$ cat src/rtl/analog_scan_pkg.sv
// Purpose: shared constants, field layouts and carrier types for the
//          computer-side analog scan adapter.
// Assumes: one 125 MHz clock; all external inputs except arst_n_in synchronous to it.
// Notes:   word bit n of the printed numbering is cmd_word bit n-1.
// Functional notes
// - slow stage picks 30 three-wire inputs out of 300 as the computer sets.
// - six of the 30 slots carry low-level inputs sharing six amplifiers.
// - fast stage covers 30 selected plus 20 fixed inputs, auto or stepped.
// - each scanned value becomes a 12-bit word, at most 5000 per second.
// - six comparators, each routable to any of the 50 fast-stage inputs.
// - a comparator edge either captures the time value or interrupts.
// - word bit 6 chooses internal or external, bit 5 instruction or read; bits 1 to 4 are the address.
// - exchanges are self-checked so a word at a wrong destination is flagged.
// - an internal address drives the adapter's own relays for consoles.
// - test time counter loads a start value, then counts each second pulse.
package analog_scan_pkg;
  localparam int WORD_W = 24;
  localparam int PAY_W = 17;
  localparam int PAY_LSB = 6;
  localparam int PAR_BIT = 23;
  localparam int EXT_BIT = 5;
  localparam int INSTR_BIT = 4;
  localparam int ADDR_W = 4;
  localparam int N_SEL = 30;
  localparam int POOL_W = 9;
  localparam int SLOT_W = 5;
  localparam int CH_W = 6;
  localparam int N_CMP = 6;
  localparam int CMP_W = 3;
  localparam int SMP_W = 12;
  localparam int TIME_W = 17;
  localparam int RELAY_W = 16;
  localparam int ERR_W = 4;
  localparam int WAIT_W = 8;
  localparam int CONV_CNT_W = 15;
  localparam logic [POOL_W-1:0] N_POOL = 9'h12c;
  localparam logic [SLOT_W-1:0] N_SLOT = 5'h1e;
  localparam logic [CH_W-1:0] N_CH = 6'h32;
  localparam logic [CH_W-1:0] CH_LAST = 6'h31;
  localparam logic [CH_W-1:0] LOW_BASE = 6'h18;
  localparam logic [CH_W-1:0] LOW_END = 6'h1e;
  localparam logic [CMP_W-1:0] N_CMP_IDX = 3'h6;
  localparam logic [WAIT_W-1:0] EXT_TIMEOUT = 8'hff;
  // payload field positions
  localparam int SLOT_LSB = 0;
  localparam int POOL_LSB = 5;
  localparam int CMP_SRC_LSB = 3;
  localparam int CMP_MODE_BIT = 9;
  // internal instruction addresses
  localparam logic [ADDR_W-1:0] A_SLOW_SEL = 4'h0;
  localparam logic [ADDR_W-1:0] A_SCAN_MODE = 4'h1;
  localparam logic [ADDR_W-1:0] A_SCAN_STEP = 4'h2;
  localparam logic [ADDR_W-1:0] A_CMP_SRC = 4'h3;
  localparam logic [ADDR_W-1:0] A_TIME_LOAD = 4'h4;
  localparam logic [ADDR_W-1:0] A_RELAY = 4'h5;
  // internal read-in addresses
  localparam logic [ADDR_W-1:0] R_SAMPLE = 4'h0;
  localparam logic [ADDR_W-1:0] R_CMP = 4'h1;
  localparam logic [ADDR_W-1:0] R_TIME = 4'h2;
  localparam logic [ADDR_W-1:0] R_STATUS = 4'h3;
  localparam logic [ADDR_W-1:0] R_LOOP = 4'h4;
  // conversion pacing
  localparam longint CLK_HZ = 125000000;
  localparam longint CONV_RATE_HZ = 5000;
  localparam int CONV_PERIOD_CYC =
    int'((CLK_HZ + CONV_RATE_HZ - 1) / CONV_RATE_HZ);

  typedef logic [N_SEL-1:0][POOL_W-1:0] slot_map_t;
  typedef logic [N_CMP-1:0][CH_W-1:0] cmp_src_t;
  typedef enum logic [1:0] {
    ST_IDLE = 2'b00,
    ST_SEND = 2'b01,
    ST_WAIT = 2'b11
  } xfer_state_t;
  typedef struct packed {
    logic instr;
    logic [ADDR_W-1:0] addr;
    logic [PAY_W-1:0] data;
  } ext_req_t;
  typedef struct packed {
    logic [CH_W-1:0] ch;
    logic [SMP_W-1:0] data;
  } sample_t;
  typedef struct packed {
    logic [CONV_CNT_W-1:0] cnt;
    logic busy;
    logic start;
    sample_t smp;
    logic valid;
  } pacer_state_t;
  typedef struct packed {
    xfer_state_t st;
    logic [WAIT_W-1:0] wait_cnt;
    slot_map_t slot;
    logic auto_scan;
    logic [CH_W-1:0] ch;
    cmp_src_t cmp_src;
    logic [N_CMP-1:0] cmp_irq_mode;
    logic [N_CMP-1:0] cmp_prev;
    logic [N_CMP-1:0] held;
    logic [N_CMP-1:0][TIME_W-1:0] cap;
    logic [N_CMP-1:0] irq;
    logic [TIME_W-1:0] ttime;
    logic [RELAY_W-1:0] relay;
    sample_t last;
    ext_req_t ext;
    logic ext_strobe;
    logic [WORD_W-1:0] rdata;
    logic rvalid;
    logic [ERR_W-1:0] err;
  } core_state_t;
  localparam core_state_t CORE_RST = '0;
  localparam pacer_state_t PACER_RST = '0;
  // error bits
  localparam int E_PAR = 0;
  localparam int E_ROUTE = 1;
  localparam int E_RANGE = 2;
  localparam int E_LOST = 3;

  // odd parity over the whole word, bit 24 being the check bit
  function automatic logic par_ok(input logic [WORD_W-1:0] w);
    return ^w;
  endfunction
  function automatic logic [PAY_W-1:0] payload(input logic [WORD_W-1:0] w);
    return w[PAR_BIT-1:PAY_LSB];
  endfunction
endpackage

$ cat src/rtl/analog_scan_adapter.sv
// Purpose: computer-side adapter: word decode, slow/fast selection,
//          conversion sequencing, comparators, test time and relays.
// Assumes: computer holds the word with valid until ready; comparator
//          levels arrive already routed per cmp_sel_out.
// Notes:   odd parity on the word; external targets echo their address.
`timescale 1ns/1ns
module analog_scan_adapter #(
  parameter int CONV_PERIOD = analog_scan_pkg::CONV_PERIOD_CYC
) (
  input wire logic clk_in,
  input wire logic arst_n_in,
  input wire logic cmd_valid_in,
  input wire logic [analog_scan_pkg::WORD_W-1:0] cmd_word_in,
  output logic cmd_ready_out,
  output analog_scan_pkg::slot_map_t slow_sel_out,
  output logic [analog_scan_pkg::CH_W-1:0] scan_ch_out,
  output logic scan_auto_out,
  output logic low_amp_en_out,
  output logic [analog_scan_pkg::CMP_W-1:0] low_amp_sel_out,
  output logic adc_start_out,
  input wire logic adc_done_in,
  input wire logic [analog_scan_pkg::SMP_W-1:0] adc_data_in,
  output analog_scan_pkg::cmp_src_t cmp_sel_out,
  input wire logic [analog_scan_pkg::N_CMP-1:0] cmp_level_in,
  output logic [analog_scan_pkg::N_CMP-1:0] cmp_irq_out,
  input wire logic sec_pulse_in,
  output logic [analog_scan_pkg::TIME_W-1:0] test_time_out,
  output logic [analog_scan_pkg::RELAY_W-1:0] relay_out,
  output analog_scan_pkg::ext_req_t ext_req_out,
  output logic ext_strobe_out,
  input wire logic ext_ack_in,
  input wire logic [analog_scan_pkg::ADDR_W:0] ext_echo_in,
  input wire logic [analog_scan_pkg::WORD_W-1:0] ext_rdata_in,
  output logic [analog_scan_pkg::WORD_W-1:0] rd_data_out,
  output logic rd_valid_out,
  output logic [analog_scan_pkg::ERR_W-1:0] err_out
);
  import analog_scan_pkg::*;

  logic [1:0] rst_sync_q;
  logic rst_n;
  core_state_t q, d;
  logic take;
  logic [PAY_W-1:0] pay;
  logic [ADDR_W-1:0] addr;
  logic [SLOT_W-1:0] slot_idx;
  logic [POOL_W-1:0] pool_idx;
  logic [CMP_W-1:0] cmp_idx;
  logic [CH_W-1:0] cmp_ch;
  logic [N_CMP-1:0] hit;
  logic [N_CMP-1:0] clr;
  logic [CH_W-1:0] low_off;
  sample_t smp;
  logic smp_valid;

  // release of the async reset is retimed so every flop leaves reset together
  always_ff @(posedge clk_in or negedge arst_n_in) begin
    if (!arst_n_in) begin
      rst_sync_q <= 2'h0;
    end else begin
      rst_sync_q <= {rst_sync_q[0], 1'b1};
    end
  end
  assign rst_n = rst_sync_q[1];

  conv_pacer #(
    .PERIOD(CONV_PERIOD)
  ) u_pacer (
    .clk_in(clk_in),
    .rst_n_in(rst_n),
    .ch_in(q.ch),
    .adc_done_in(adc_done_in),
    .adc_data_in(adc_data_in),
    .adc_start_out(adc_start_out),
    .sample_out(smp),
    .sample_valid_out(smp_valid)
  );

  // the computer owns the exchange; one word at a time, whole words only
  assign take = cmd_valid_in && cmd_ready_out;
  assign pay = payload(cmd_word_in);
  assign addr = cmd_word_in[ADDR_W-1:0];
  assign slot_idx = pay[SLOT_LSB +: SLOT_W];
  assign pool_idx = pay[POOL_LSB +: POOL_W];
  assign cmp_idx = pay[CMP_W-1:0];
  assign cmp_ch = pay[CMP_SRC_LSB +: CH_W];
  assign hit = cmp_level_in ^ q.cmp_prev;
  assign low_off = q.ch - LOW_BASE;

  always_comb begin
    d = q;
    clr = '0;
    d.ext_strobe = 1'b0;
    d.rvalid = 1'b0;
    d.irq = '0;
    d.cmp_prev = cmp_level_in;
    if (sec_pulse_in) begin
      d.ttime = q.ttime + 1'b1;
    end
    if (smp_valid) begin
      d.last = smp;
      if (q.auto_scan) begin
        d.ch = (q.ch == CH_LAST) ? '0 : q.ch + 1'b1;
      end
    end
    case (q.st)
      ST_IDLE: begin
        if (take) begin
          if (!par_ok(cmd_word_in)) begin
            d.err[E_PAR] = 1'b1;
          end else if (cmd_word_in[EXT_BIT]) begin
            d.ext.instr = cmd_word_in[INSTR_BIT];
            d.ext.addr = addr;
            d.ext.data = pay;
            d.ext_strobe = 1'b1;
            d.wait_cnt = '0;
            d.st = ST_SEND;
          end else if (cmd_word_in[INSTR_BIT]) begin
            case (addr)
              A_SLOW_SEL: begin
                if (slot_idx < N_SLOT && pool_idx < N_POOL) begin
                  d.slot[slot_idx] = pool_idx;
                end else begin
                  d.err[E_RANGE] = 1'b1;
                end
              end
              A_SCAN_MODE: begin
                d.auto_scan = pay[0];
              end
              A_SCAN_STEP: begin
                if (pay[CH_W-1:0] < N_CH) begin
                  d.ch = pay[CH_W-1:0];
                end else begin
                  d.err[E_RANGE] = 1'b1;
                end
              end
              A_CMP_SRC: begin
                if (cmp_idx < N_CMP_IDX && cmp_ch < N_CH) begin
                  d.cmp_src[cmp_idx] = cmp_ch;
                  d.cmp_irq_mode[cmp_idx] = pay[CMP_MODE_BIT];
                end else begin
                  d.err[E_RANGE] = 1'b1;
                end
              end
              A_TIME_LOAD: begin
                d.ttime = pay[TIME_W-1:0];
              end
              A_RELAY: begin
                d.relay = pay[RELAY_W-1:0];
              end
              default: begin
                d.err[E_RANGE] = 1'b1;
              end
            endcase
          end else begin
            d.rvalid = 1'b1;
            case (addr)
              R_SAMPLE: begin
                d.rdata = {6'h00, q.last};
              end
              R_CMP: begin
                if (cmp_idx < N_CMP_IDX) begin
                  d.rdata = {q.held[cmp_idx], 6'h00, q.cap[cmp_idx]};
                  clr[cmp_idx] = 1'b1;
                end else begin
                  d.rdata = '0;
                  d.err[E_RANGE] = 1'b1;
                end
              end
              R_TIME: begin
                d.rdata = {7'h00, q.ttime};
              end
              R_STATUS: begin
                d.rdata = {20'h00000, q.err};
                d.err = '0;
              end
              R_LOOP: begin
                // echoes the payload so software can prove the path end to end
                d.rdata = {7'h00, pay};
              end
              default: begin
                d.rdata = '0;
                d.err[E_RANGE] = 1'b1;
              end
            endcase
          end
        end
      end
      ST_SEND: begin
        d.st = ST_WAIT;
      end
      ST_WAIT: begin
        d.wait_cnt = q.wait_cnt + 1'b1;
        if (ext_ack_in) begin
          d.st = ST_IDLE;
          if (ext_echo_in != {q.ext.instr, q.ext.addr}) begin
            d.err[E_ROUTE] = 1'b1;
          end else if (!q.ext.instr) begin
            d.rdata = ext_rdata_in;
            d.rvalid = 1'b1;
          end
        end else if (q.wait_cnt == EXT_TIMEOUT) begin
          // a dead console must not hang the exchange path
          d.err[E_ROUTE] = 1'b1;
          d.st = ST_IDLE;
        end
      end
      default: begin
        d.st = ST_IDLE;
      end
    endcase
    // a read and a fresh edge in one cycle: the new capture wins
    for (int i = 0; i < N_CMP; i++) begin
      d.held[i] = q.held[i] & ~clr[i];
      if (q.cmp_irq_mode[i]) begin
        d.irq[i] = hit[i];
      end else if (hit[i]) begin
        if (!q.held[i] || clr[i]) begin
          d.held[i] = 1'b1;
          d.cap[i] = q.ttime;
        end else begin
          d.err[E_LOST] = 1'b1;
        end
      end
    end
  end

  always_ff @(posedge clk_in or negedge rst_n) begin
    if (!rst_n) begin
      q <= CORE_RST;
    end else begin
      q <= d;
    end
  end

  assign cmd_ready_out = (q.st == ST_IDLE);
  assign slow_sel_out = q.slot;
  assign scan_ch_out = q.ch;
  assign scan_auto_out = q.auto_scan;
  // slots 24 to 29 are the low-level group sharing the six amplifiers
  assign low_amp_en_out = (q.ch >= LOW_BASE) && (q.ch < LOW_END);
  assign low_amp_sel_out = low_amp_en_out ? low_off[CMP_W-1:0] : '0;
  assign cmp_sel_out = q.cmp_src;
  assign cmp_irq_out = q.irq;
  assign test_time_out = q.ttime;
  assign relay_out = q.relay;
  assign ext_req_out = q.ext;
  assign ext_strobe_out = q.ext_strobe;
  assign rd_data_out = q.rdata;
  assign rd_valid_out = q.rvalid;
  assign err_out = q.err;

  logic good_int;
  assign good_int = take && par_ok(cmd_word_in) && !cmd_word_in[EXT_BIT]
    && cmd_word_in[INSTR_BIT];
endmodule

$ cat src/rtl/conv_pacer.sv
// Purpose: paces converter starts and captures each 12-bit result.
// Assumes: converter raises done for one cycle per started conversion.
// Notes:   a slow converter only delays the next start, never crowds it.
`timescale 1ns/1ns
module conv_pacer #(
  parameter int PERIOD = analog_scan_pkg::CONV_PERIOD_CYC
) (
  input wire logic clk_in,
  input wire logic rst_n_in,
  input wire logic [analog_scan_pkg::CH_W-1:0] ch_in,
  input wire logic adc_done_in,
  input wire logic [analog_scan_pkg::SMP_W-1:0] adc_data_in,
  output logic adc_start_out,
  output analog_scan_pkg::sample_t sample_out,
  output logic sample_valid_out
);
  import analog_scan_pkg::*;
  localparam logic [CONV_CNT_W-1:0] RELOAD = CONV_CNT_W'(PERIOD - 1);
  pacer_state_t q, d;

  always_comb begin
    d = q;
    d.start = 1'b0;
    d.valid = 1'b0;
    if (q.cnt != '0) begin
      d.cnt = q.cnt - 1'b1;
    end
    if (q.cnt == '0 && !q.busy) begin
      d.start = 1'b1;
      d.busy = 1'b1;
      d.cnt = RELOAD;
      d.smp.ch = ch_in;
    end
    if (q.busy && adc_done_in) begin
      d.busy = 1'b0;
      d.smp.data = adc_data_in;
      d.valid = 1'b1;
    end
  end

  always_ff @(posedge clk_in or negedge rst_n_in) begin
    if (!rst_n_in) begin
      q <= PACER_RST;
    end else begin
      q <= d;
    end
  end

  assign adc_start_out = q.start;
  assign sample_out = q.smp;
  assign sample_valid_out = q.valid;

  logic [CONV_CNT_W-1:0] gap_q;
  always_ff @(posedge clk_in or negedge rst_n_in) begin
    if (!rst_n_in) begin
      gap_q <= '1;
    end else if (q.start) begin
      gap_q <= '0;
    end else if (gap_q != '1) begin
      gap_q <= gap_q + 1'b1;
    end
  end
endmodule

$ cat config.mk
export PLATFORM = sky130hd
export DESIGN_NAME = analog_scan_adapter
export DESIGN_NICKNAME = d
export VERILOG_FILES = /design/src/rtl/analog_scan_pkg.sv /design/src/rtl/analog_scan_adapter.sv /design/src/rtl/conv_pacer.sv
export SDC_FILE = /design/constraint.sdc
export NUM_CORES = 1
export LEC_CHECK = 0
export ABC_AREA = 1
export BUFFER_PORTS_ARGS = -buffer_cell sky130_fd_sc_hd__buf_2
export CELL_PAD_IN_SITES_DETAIL_PLACEMENT = 1
export CELL_PAD_IN_SITES_GLOBAL_PLACEMENT = 2
export CORE_MARGIN = 2
export CORE_UTILIZATION = 30
export DETAILED_ROUTE_END_ITERATION = 12
export PLACE_DENSITY = 0.77
export SLEW_MARGIN = 20
export SYNTH_ARGS = -nofsm -noshare
export SYNTH_HDL_FRONTEND = slang
export SYNTH_SLANG_ARGS = --single-unit
$ cat constraint.sdc
create_clock -name clk_in -period 21 [get_ports clk_in]
set_input_delay 3.15 -clock clk_in [delete_from_list [all_inputs] [get_ports clk_in]]
set_output_delay 3.15 -clock clk_in [all_outputs]
set_load 0.03 [all_outputs]
==> results of run 1 <==
## area by class of cell
type / instances / area share, %
Inverter: 162 / 1.983
Sequential cell: 590 / 47.78
Timing Repair Buffer: 521 / 8.731
Tap cell: 1243 / 5.031
Clock inverter: 26 / 0.9269
Clock buffer: 101 / 6.731
Multi-Input combinational cell: 1859 / 28.78
Antenna cell: 5 / 0.04048
## report_power, final
part           switching (W)  internal [W]  leakage [nW]
combinational       0.000430      0.000145          7.29
sequential         0.0000952       0.00125          7.83
clock               0.000525      0.000724          1.17
## layout by cell type, fill, tap and decap left out, types with 3 or more instances in the layout
cell type                   count
sky130_fd_sc_hd__clkbuf_1      12
sky130_fd_sc_hd__nor2_1       107
sky130_fd_sc_hd__buf_4         34
sky130_fd_sc_hd__xnor2_1       13
sky130_fd_sc_hd__clkbuf_16     72
sky130_fd_sc_hd__o21ai_1      295
sky130_fd_sc_hd__inv_1        142
sky130_fd_sc_hd__clkbuf_8      17
sky130_fd_sc_hd__nor3_1        14
sky130_fd_sc_hd__buf_2        486
sky130_fd_sc_hd__o21ai_0      244
sky130_fd_sc_hd__a221oi_1       4
sky130_fd_sc_hd__nand2_4       30
sky130_fd_sc_hd__diode_2        5
sky130_fd_sc_hd__dfrtp_1      589
sky130_fd_sc_hd__nor3b_1        8
sky130_fd_sc_hd__a21oi_1       48
sky130_fd_sc_hd__nand2_1      865
sky130_fd_sc_hd__nand4_1       20
sky130_fd_sc_hd__o22ai_1       16
sky130_fd_sc_hd__nand3_1       84
sky130_fd_sc_hd__a22oi_1       19
sky130_fd_sc_hd__inv_16         3
sky130_fd_sc_hd__mux2_2         4
sky130_fd_sc_hd__xor2_1        26
sky130_fd_sc_hd__nor2_2         3
sky130_fd_sc_hd__ha_1          28
sky130_fd_sc_hd__inv_2         15
sky130_fd_sc_hd__or2_2          4
sky130_fd_sc_hd__clkinv_1       4
sky130_fd_sc_hd__nor3_2         4
sky130_fd_sc_hd__nand2_2        5
sky130_fd_sc_hd__clkinv_2      14
## critical path: stages
cell                       delay (ns)
sky130_fd_sc_hd__buf_2           0.39
sky130_fd_sc_hd__inv_2           0.41
sky130_fd_sc_hd__ha_1            0.47
sky130_fd_sc_hd__inv_2           0.06
sky130_fd_sc_hd__nand2_1         0.06
sky130_fd_sc_hd__nand2_1         0.07
sky130_fd_sc_hd__nand2_1         0.07
sky130_fd_sc_hd__nand2_1         0.07
sky130_fd_sc_hd__nand2_1         0.05
sky130_fd_sc_hd__nand3_1         0.13
sky130_fd_sc_hd__nand2_1         0.08
sky130_fd_sc_hd__nand2_2         0.13
sky130_fd_sc_hd__nand2_2         0.10
sky130_fd_sc_hd__clkinv_4        0.09
sky130_fd_sc_hd__nand2_4         0.07
sky130_fd_sc_hd__nor2_8          0.79
sky130_fd_sc_hd__nand2_2         0.45
sky130_fd_sc_hd__nand2_1         0.15
sky130_fd_sc_hd__o21ai_1         0.08
## per-layer routing
| layer | wire length [µm] | track usage, % | vias to the layer above |
|---|---|---|---|
| met5 | 118 | 0 | - |
| met4 | 2193 | 5.566 | 18 |
| met3 | 8340 | 6.536 | 147 |
| met2 | 43870 | 31.45 | 600 |
| met1 | 42830 | 26.35 | 10430 |
| li1 | - | - | 9879 |
## path summary, 6_finish.rpt
path | to | slack, ns | start | cells after the start
hold reg to reg | rst_sync_q[1] | 0.35 | rst_sync_q[0] | 0
setup / recovery | flop | 14.49 | cmd_word_in[8] | 19
hold / removal | rst_sync_q[1] | 0.35 | rst_sync_q[0] | 0
min in group asynchronous | rd_data_out[20] | 0.36 | rst_sync_q[1] | 0
setup reg to reg | async pin | 17.80 | rst_sync_q[1] | 3
max in group asynchronous | async pin | 17.80 | rst_sync_q[1] | 3
## metrics by stage
stage	utilization [%]	hold slack [ns]	area, µm²
3_5_place_dp	31.03	0.3370	28520
3_3_place_gp	31.02	0.3365	28520
6_report	33.62	0.3467	30910
5_1_grt	33.62	0.3582	30910
2_1_floorplan	-	0.3312	27890
4_1_cts	33.60	0.3497	30890
## kinds of logic (layout without fill, tap and decap cells)
family / after synthesis / after routing / synth area share (%)
adder cells (fa/ha/maj): 28 / 28 / 1.256
multiplexers: 6 / 6 / 0.2332
XOR/XNOR: 39 / 39 / 1.225
AO/OA/AOI/OAI: 635 / 635 / 11.77
AND/OR/NAND/NOR: 1150 / 1150 / 17.32
buffers and inverters: 702 / 810 / 15.25
flip-flops: 590 / 590 / 52.93
other: 1 / 6 / 0.01344
==> results.md, run 1 <==
- The pin count of the biggest net entering global routing is 74.
- The flow ran to the end, and the final reports show no timing, DRC or antenna violations.
- The minimum clock period after layout is 6.511 ns.
- The number of sinks on the clock net is 590.
- The average cell area after synthesis is ~9 µm².
- The floorplan die height is roughly 310 µm.
- Dividing the detail-routed via count by the number of cells gives ~4.7.
- The final sum of negative setup slack is 0 ns.
- The leading register cell type out of synthesis is sky130_fd_sc_hd__dfrtp_1.
- After detailed placement, the design holds a cell count of 4375.
- The share of synthesized flip-flops with an asynchronous set or reset is 100.0%.
- The number of different library cells used by synthesis comes to between 40 and 50.
- The sum of overflow across all layers after global routing is 0.
- The startpoint type of the worst setup path is a primary input.
- The core area is 0.09194 mm².
- In this run the post-CTS setup repair buffer count came out at 0.
- In the final layout, the multi-input gates occupy between 0.008 and 0.009 mm².
- The floorplan step set the die width to 308.9 µm.
- Dividing the detail-routed wire length by the instance count gives about 22 µm.
- The DRC violation total after the first TritonRoute iteration is 1517.
- During synthesis, Yosys emitted a total of 0 warnings.
- The count of filler cells inserted in the layout is roughly 11000.
- TritonCTS built the clock tree.
- The post-synthesis net count is approximately 3300.
- The number of enable-type register cells in the synthesized netlist is 0.
- The max-slew violation count is 0.
- Timing analysis after detailed placement gives a worst setup slack of 13.80 ns.
- The final route contains about 21000 vias.
- Measured against its own limit, the worst slew margin works out to 25.17%.
- The layout-stage area growth over the synthesis result is 10.81%.
- The via count of the first global-routing pass is between 20000 and 25000.
- Setup repair after global routing left no endpoint under its margin.
- For this configuration, the core starts out at a cell density of 30.34%.
- The area share of the leading cell type in the synthesized netlist is 52.93%.
- The number of I/O port buffers is 486.
- The largest total area in the synthesized netlist belongs to sky130_fd_sc_hd__dfrtp_1.
- The tightest min-delay check is of the reg2reg type.
- Setup violations remaining at the end of the flow were counted as 0.
- At the worst endpoint, the required time is approximately 21 ns.
- The total power divided by cell area is just over 100 mW/mm².
- Counting the buffers created by CTS gives slightly above 70.
- The clock slew seen by the registers of the worst setup and hold paths is around 0.05 ns.
- Pin placement for this block handled ~500 I/O pins.
- CTS built an H-tree with a depth of 3.
- In the final design database the tool counted between 3000 and 4000 nets.
- The congestion estimate from routability-driven global placement came to roughly 0.84.
- The critical path is of the in2reg type.
- Buffers inserted to repair hold after CTS numbered 0.
- The finished layout holds 4507 standard cells, fillers aside.
- The fmax is roughly 150 MHz.
- The detail route stage leaves a number of antenna-violating nets equal to 0.
- The number of synthesized register bits is between 500 and 600.
- The global-route wire length before repair is around 140 mm.
- Along the worst path, the maximum fanout reaches 30.
- The leakage power is 16.30 nW.
- The total wire length is just under 100 mm.
- At the worst endpoint, the arrival time is between 6 and 7 ns.
- The half-perimeter wire length after detailed placement is approximately 68 mm.
- The tool flagged a number of max-cap violations equal to 0.
- Total power for the finished layout comes to approximately 0.0032 W.
- In the post-synthesis netlist, the biggest area contributors are sky130_fd_sc_hd__dfrtp_1 (53%), sky130_fd_sc_hd__nand2_1 (12%), sky130_fd_sc_hd__buf_4 (11%), sky130_fd_sc_hd__o21ai_1 (5.3%), sky130_fd_sc_hd__o21ai_0 (4.4%).
- The quantity of gates resized following cts is 0.
- Of the synthesized area, sequential elements account for 52.93%.
- The floorplan has 111 rows.
- The final worst setup slack is around 14 ns.
- The hold violation count in the final report came to 0.
- The number of antenna violations at the first check in global routing is 20.
- The category of the worst setup path capture point is a flop.
- The share of the clock period used by the worst path is a little under a third.
- The number of detailed-routing iterations run before antenna repair is 5.
- The fraction of final layout cells with drive strength greater than 1 is a little over a fifth.
- Across the whole layout, storage elements account for 0.01477 mm².
- The transition time of the tightest slew-check pin is approximately 1.1 ns.
- Global routing consumed, over all layers together, approximately a fifth of the routing resources.
- The maximum vdd ir drop is just under 60 µV.
- The clock arrives with around 0.037 ns of skew.
- The clock latency at the later pin of the worst-skew pair is roughly 0.63 ns.
- The cell count after synthesis came out at ~3200.
- The area of the die is between 0.09 and 0.1 mm².
- Counting instances in the post-synthesis netlist gives the leading cell types as sky130_fd_sc_hd__nand2_1 (867), sky130_fd_sc_hd__dfrtp_1 (590), sky130_fd_sc_hd__buf_4 (411).
- The post-synth design cell area is 0.02789 mm².
- In the routed design, unresolved DRC markers number 0.
- The root buffer cell chosen for the clock tree is sky130_fd_sc_hd__clkbuf_16.
- The clock passes through at most 3 buffers.
- Yosys instantiated no cell more often than sky130_fd_sc_hd__nand2_1.
No activity file was read; power rests on OpenSTA's default activity.
==> inputs of run 2 (changes only) <==
ABC_AREA = 0   (was 1)
PLACE_DENSITY = 0.73   (was 0.77)
clock period = 5.95 ns   (was 21 ns; I/O delays follow)
==> run 2 against run 1 <==
Compared with the run above:
- cell count is 18% lower
- sequential cell count is the same
- sequential share of layout area fell by 1.3 points
- combinational power grew to 3.6 times the previous value
- critical path type unchanged
==> results.md, run 2 <==
- The area share of the leading cell type in the synthesized netlist is between 50% and 60%.
- Clock skew on the completed layout was measured at 0.03319 ns.
- The effective utilization at floorplan is 30.38%.
- The post-CTS setup buffer count is 0.
- The number of detailed-routing iterations run before antenna repair is 6.
- The maximum vdd ir drop is 191.9 µV.
- Derived from the worst setup path, the maximum achievable clock frequency is roughly 250 MHz.
- The final standard cell count with taps included and fillers excluded is between 3000 and 4000.
- TritonCTS built the clock tree.
- The number of standard-cell rows in the floorplan is 112.
- Compared with the post-synthesis result, the final layout area differs by 11.76%.
- The die covers between 0.09 and 0.1 mm².
- The number of cells on the worst reg-to-reg path is 8.
- The startpoint type of the worst setup path is a primary input.
- In this run the worst hold path is classified as in2async.
- In this run, post-CTS repair resized a total of 0 instances.
- The final sum of negative setup slack is 0 ns.
- The number of antenna violations at the first check in global routing came to 21.
- The slowest stage of the critical path is the sky130_fd_sc_hd__nand2b_1 cell.
- The count of yosys warnings during synthesis is 0.
- The number of sinks on the clock net is slightly below 600.
- After clock tree synthesis, the clock-pin slew on the worst setup and hold paths is 0.06 ns.
- The critical path runs through a total of 9 cells.
- The maximum number of buffers from clock root to sink is 3.
- The met1 track utilization from global routing is between 20% and 30%.
- The final weighted congestion in routability-driven placement is 0.8472.
- In this run the clock root is driven by a sky130_fd_sc_hd__clkbuf_16.
- The most used routing layer is met2.
- By area the synthesized netlist is led by sky130_fd_sc_hd__dfrtp_1 (52%), sky130_fd_sc_hd__mux2_2 (20%), sky130_fd_sc_hd__buf_4 (11%), sky130_fd_sc_hd__ha_1 (1.2%), sky130_fd_sc_hd__clkbuf_1 (1.2%).
- The endpoint identified for the worst register-to-register timing path is q[190].
- The sum of overflow across all layers after global routing is 0.
- The part of the Yosys area used for sequential elements is 51.91%.
- In this run the critical register-to-register path is launched from q[550].
- The maximum level of the CTS H-tree is 3.
- The via count of the first global-routing pass is 19800.
- For this block, the via count after detailed routing is 17850.
- Headroom to the max-slew limit came out at between 20% and 30%.
- Once detail routing completed, the nets flagged for antenna violations numbered 0.
- The delay of the slowest critical-path stage is around 0.85 ns.
- The floorplan die height is approximately 310 µm.
- Of all flip-flops after synthesis, the portion carrying an async set or reset was between 90% and 100%.
- Setup violations remaining at the end of the flow were counted as 0.
- The total wire length is a little under 100 mm.
- The total buffers and inverters traversed by the critical path is 2.
- Dividing the detail-routed wire length by the instance count gives about 26 µm.
- By startpoint and endpoint, the worst setup path is classified as in2reg.
- Across the run, the number of max-cap violations was 0.
- At the pin with the least slew margin, the transition time is ~1.1 ns.
- Cells with a size suffix above 1 make up 49.75% of the layout.
- Summing every instance area after synthesis gives approximately 0.028 mm².
- The pin count of the biggest net entering global routing is between 150 and 200.
- Global routing used ~5.7% of the available met3 tracks.
- In the global route stage, overall resource usage came out at between 15 and 20%.
- By instance count, the leading cell after synthesis is sky130_fd_sc_hd__dfrtp_1.
- The count of unique library cells instantiated by Yosys is 77.
- The maximum fanout count along the critical path is 17.
- Traced cell by cell, the critical path runs through buf_2 > inv_1 > ha_1 > xnor2_1 > xnor3_1 > xnor3_1 > o21ai_0 > nand2b_1 > mux2_2.
- Global routing used around 34% of the available met2 tracks.
- The top cell types in the final layout, fill and taps aside, are sky130_fd_sc_hd__dfrtp_1 (589), sky130_fd_sc_hd__mux2_2 (504), sky130_fd_sc_hd__buf_2 (486), sky130_fd_sc_hd__nand2_1 (91), sky130_fd_sc_hd__clkbuf_16 (72).
- After detailed placement, the design holds a cell count of approximately 3500.
- In the synthesized netlist the dominant register cell turns out to be sky130_fd_sc_hd__dfrtp_1.
- The run finished with clean final reports.
- The global-route wire length before repair is roughly 140 mm.
- The clock reaches the later pin of the worst-skew pair after 0.62 ns.
- The cell type with the highest aggregate area in the netlist is sky130_fd_sc_hd__dfrtp_1.
- The category of the worst setup path capture point is a flop.
- The die boundary width is 311.9 µm.
- After synthesis, the most frequently instantiated cells are sky130_fd_sc_hd__dfrtp_1 (590), sky130_fd_sc_hd__mux2_2 (504), sky130_fd_sc_hd__buf_4 (403).
- The mean number of vias per cell is slightly below 5.
- The share of the clock period used by the worst path is slightly below 70%.
- The DRC violation count after routing is 0.
- The total area inside the core boundary comes to ~0.094 mm².
- The wire-length estimate of the detail-placed layout is approximately 67 mm.
- The number of enable-type register cells in the synthesized netlist is 0.
- STA puts the critical path data arrival time at ~4.6 ns.
- The leakage power is approximately 16 nW.
- After synthesis the netlist holds a flip-flop and latch count of about 600.
- After the first detailed-routing iteration, the DRC count stood at approximately 1100.
- The category of cells accounting for the largest share of critical-path delay is XOR/XNOR gates.
- STA puts the critical path data required time at roughly 6.4 ns.
- The most common cell after layout, fill and taps aside is sky130_fd_sc_hd__dfrtp_1.
- The hold violation count in the final report is 0.
- The worst path in the final design needs a cycle of 4.078 ns, including I/O delays and setup.
- Setup repair after global routing left no endpoint under its margin.
- Synthesis produced a netlist whose cell count is 2290.
- In this design, the critical path's most frequently occurring cell is sky130_fd_sc_hd__xnor3_1.
- The average cell area after synthesis is roughly 12 µm².
- The total power divided by cell area is 354.5 mW/mm².
- The slack of the worst reg-to-reg path is about 1.9 ns.
- Hold repair after CTS inserted 0 buffers.
- Input and output buffers added on the ports amount to approximately 490.
- The post-synthesis net count is approximately 2400.
- The count of boundary I/O pins is between 400 and 500.
- The number of clock buffers added by TritonCTS is 70.
- The number of nets at the end of the flow is between 2000 and 2500.
- The max-slew violation count came to 0.
==> run 2: cell count changes after synthesis, moves of 17 or more <==
cell / previous run / this run
sky130_fd_sc_hd__nand2_4: 30 / 0
sky130_fd_sc_hd__inv_1: 148 / 33
sky130_fd_sc_hd__mux2_2: 4 / 504
sky130_fd_sc_hd__o21ai_1: 295 / 3
sky130_fd_sc_hd__o21ai_0: 244 / 69
sky130_fd_sc_hd__nor2_1: 108 / 36
sky130_fd_sc_hd__nand2_1: 867 / 91
sky130_fd_sc_hd__a31oi_1: 2 / 19
sky130_fd_sc_hd__nand3_1: 84 / 24
sky130_fd_sc_hd__nor2_2: 2 / 29
==> run 2: kinds of logic after synthesis <==
kind of cell | count (synthesis) | synth area share, %
xor gates and xnor gates | 47 | 1.676
muxes | 529 | 20.94
buffers and inverters | 561 | 12.87
other | 1 | 0.01319
DFF | 590 | 51.91
AOI/OAI and AO/OA | 232 | 5.521
and+or+nand+nor | 302 | 5.838
adders and majority gates | 28 | 1.232
==> run 2: worst max-delay path by stage <==
| stage | to | start |
|---|---|---|
| 2_1_floorplan | async pin | rst_sync_q[1] |
| 3_3_place_gp | q[177] | cmd_word_in[5] |
| 3_5_place_dp | q[189] | cmd_word_in[5] |
| 4_1_cts | q[190] | cmd_word_in[5] |
| 5_1_grt | q[190] | q[551] |
| 6_report | q[190] | cmd_word_in[5] |
==> run 2: report_power, final <==
part / internal, W / switching [W] / leakage (nW)
Sequential: 0.00429 / 0.000353 / 8.00
Clock: 0.00274 / 0.00180 / 1.20
Combinational: 0.000638 / 0.00145 / 7.15
Total: 0.00767 / 0.00360 / 16.3
==> run 2: layout make-up <==
cell class | count | area, µm²
Timing Repair Buffer | 529 | 2845
Multi-Input combinational cell | 1139 | 10020
Clock buffer | 99 | 2103
Tap cell | 1254 | 1569
Sequential cell | 590 | 14770
Fill cell | 10170 | 61820
Antenna cell | 5 | 12.51
Clock inverter | 27 | 339.1
Inverter | 34 | 127.6
==> run 2: layer usage <==
metal / vias to the layer above / routed length [µm]
li1: 7717 / -
met1: 9458 / 38280
met2: 540 / 49210
met3: 117 / 6801
met4: 14 / 1913
met5: - / 97
==> run 2: through the flow <==
| step | util, % | setup slack, ns | power (W) | instance area (µm²) | hold slack [ns] |
|---|---|---|---|---|---|
| after floorplan | - | 0.2255 | 0.006312 | 28440 | 0.3312 |
| after global placement | 31.27 | 1.403 | 0.006746 | 29280 | 0.3378 |
| after detailed placement | 31.27 | 1.300 | 0.006830 | 29280 | 0.3371 |
| after CTS | 33.88 | 1.972 | 0.01141 | 31720 | 0.01721 |
| after global routing | 33.94 | 1.623 | 0.01177 | 31770 | 0.02582 |
| final | 33.96 | 1.872 | 0.01127 | 31790 | 0.06667 |
==> run 2: worst reg2reg max path, delay by kind of cell, from the launching register on <==
| family | cells | cell delay (ns) |
|---|---|---|
| multiplexers | 1 | 0.53 |
| flip-flops | 1 | 0.41 |
| buffers and inverters | 1 | 0.07 |
| AO/OA/AOI/OAI | 1 | 0.36 |
| adder cells (fa/ha/maj) | 1 | 0.55 |
| AND/OR/NAND/NOR | 4 | 1.98 |
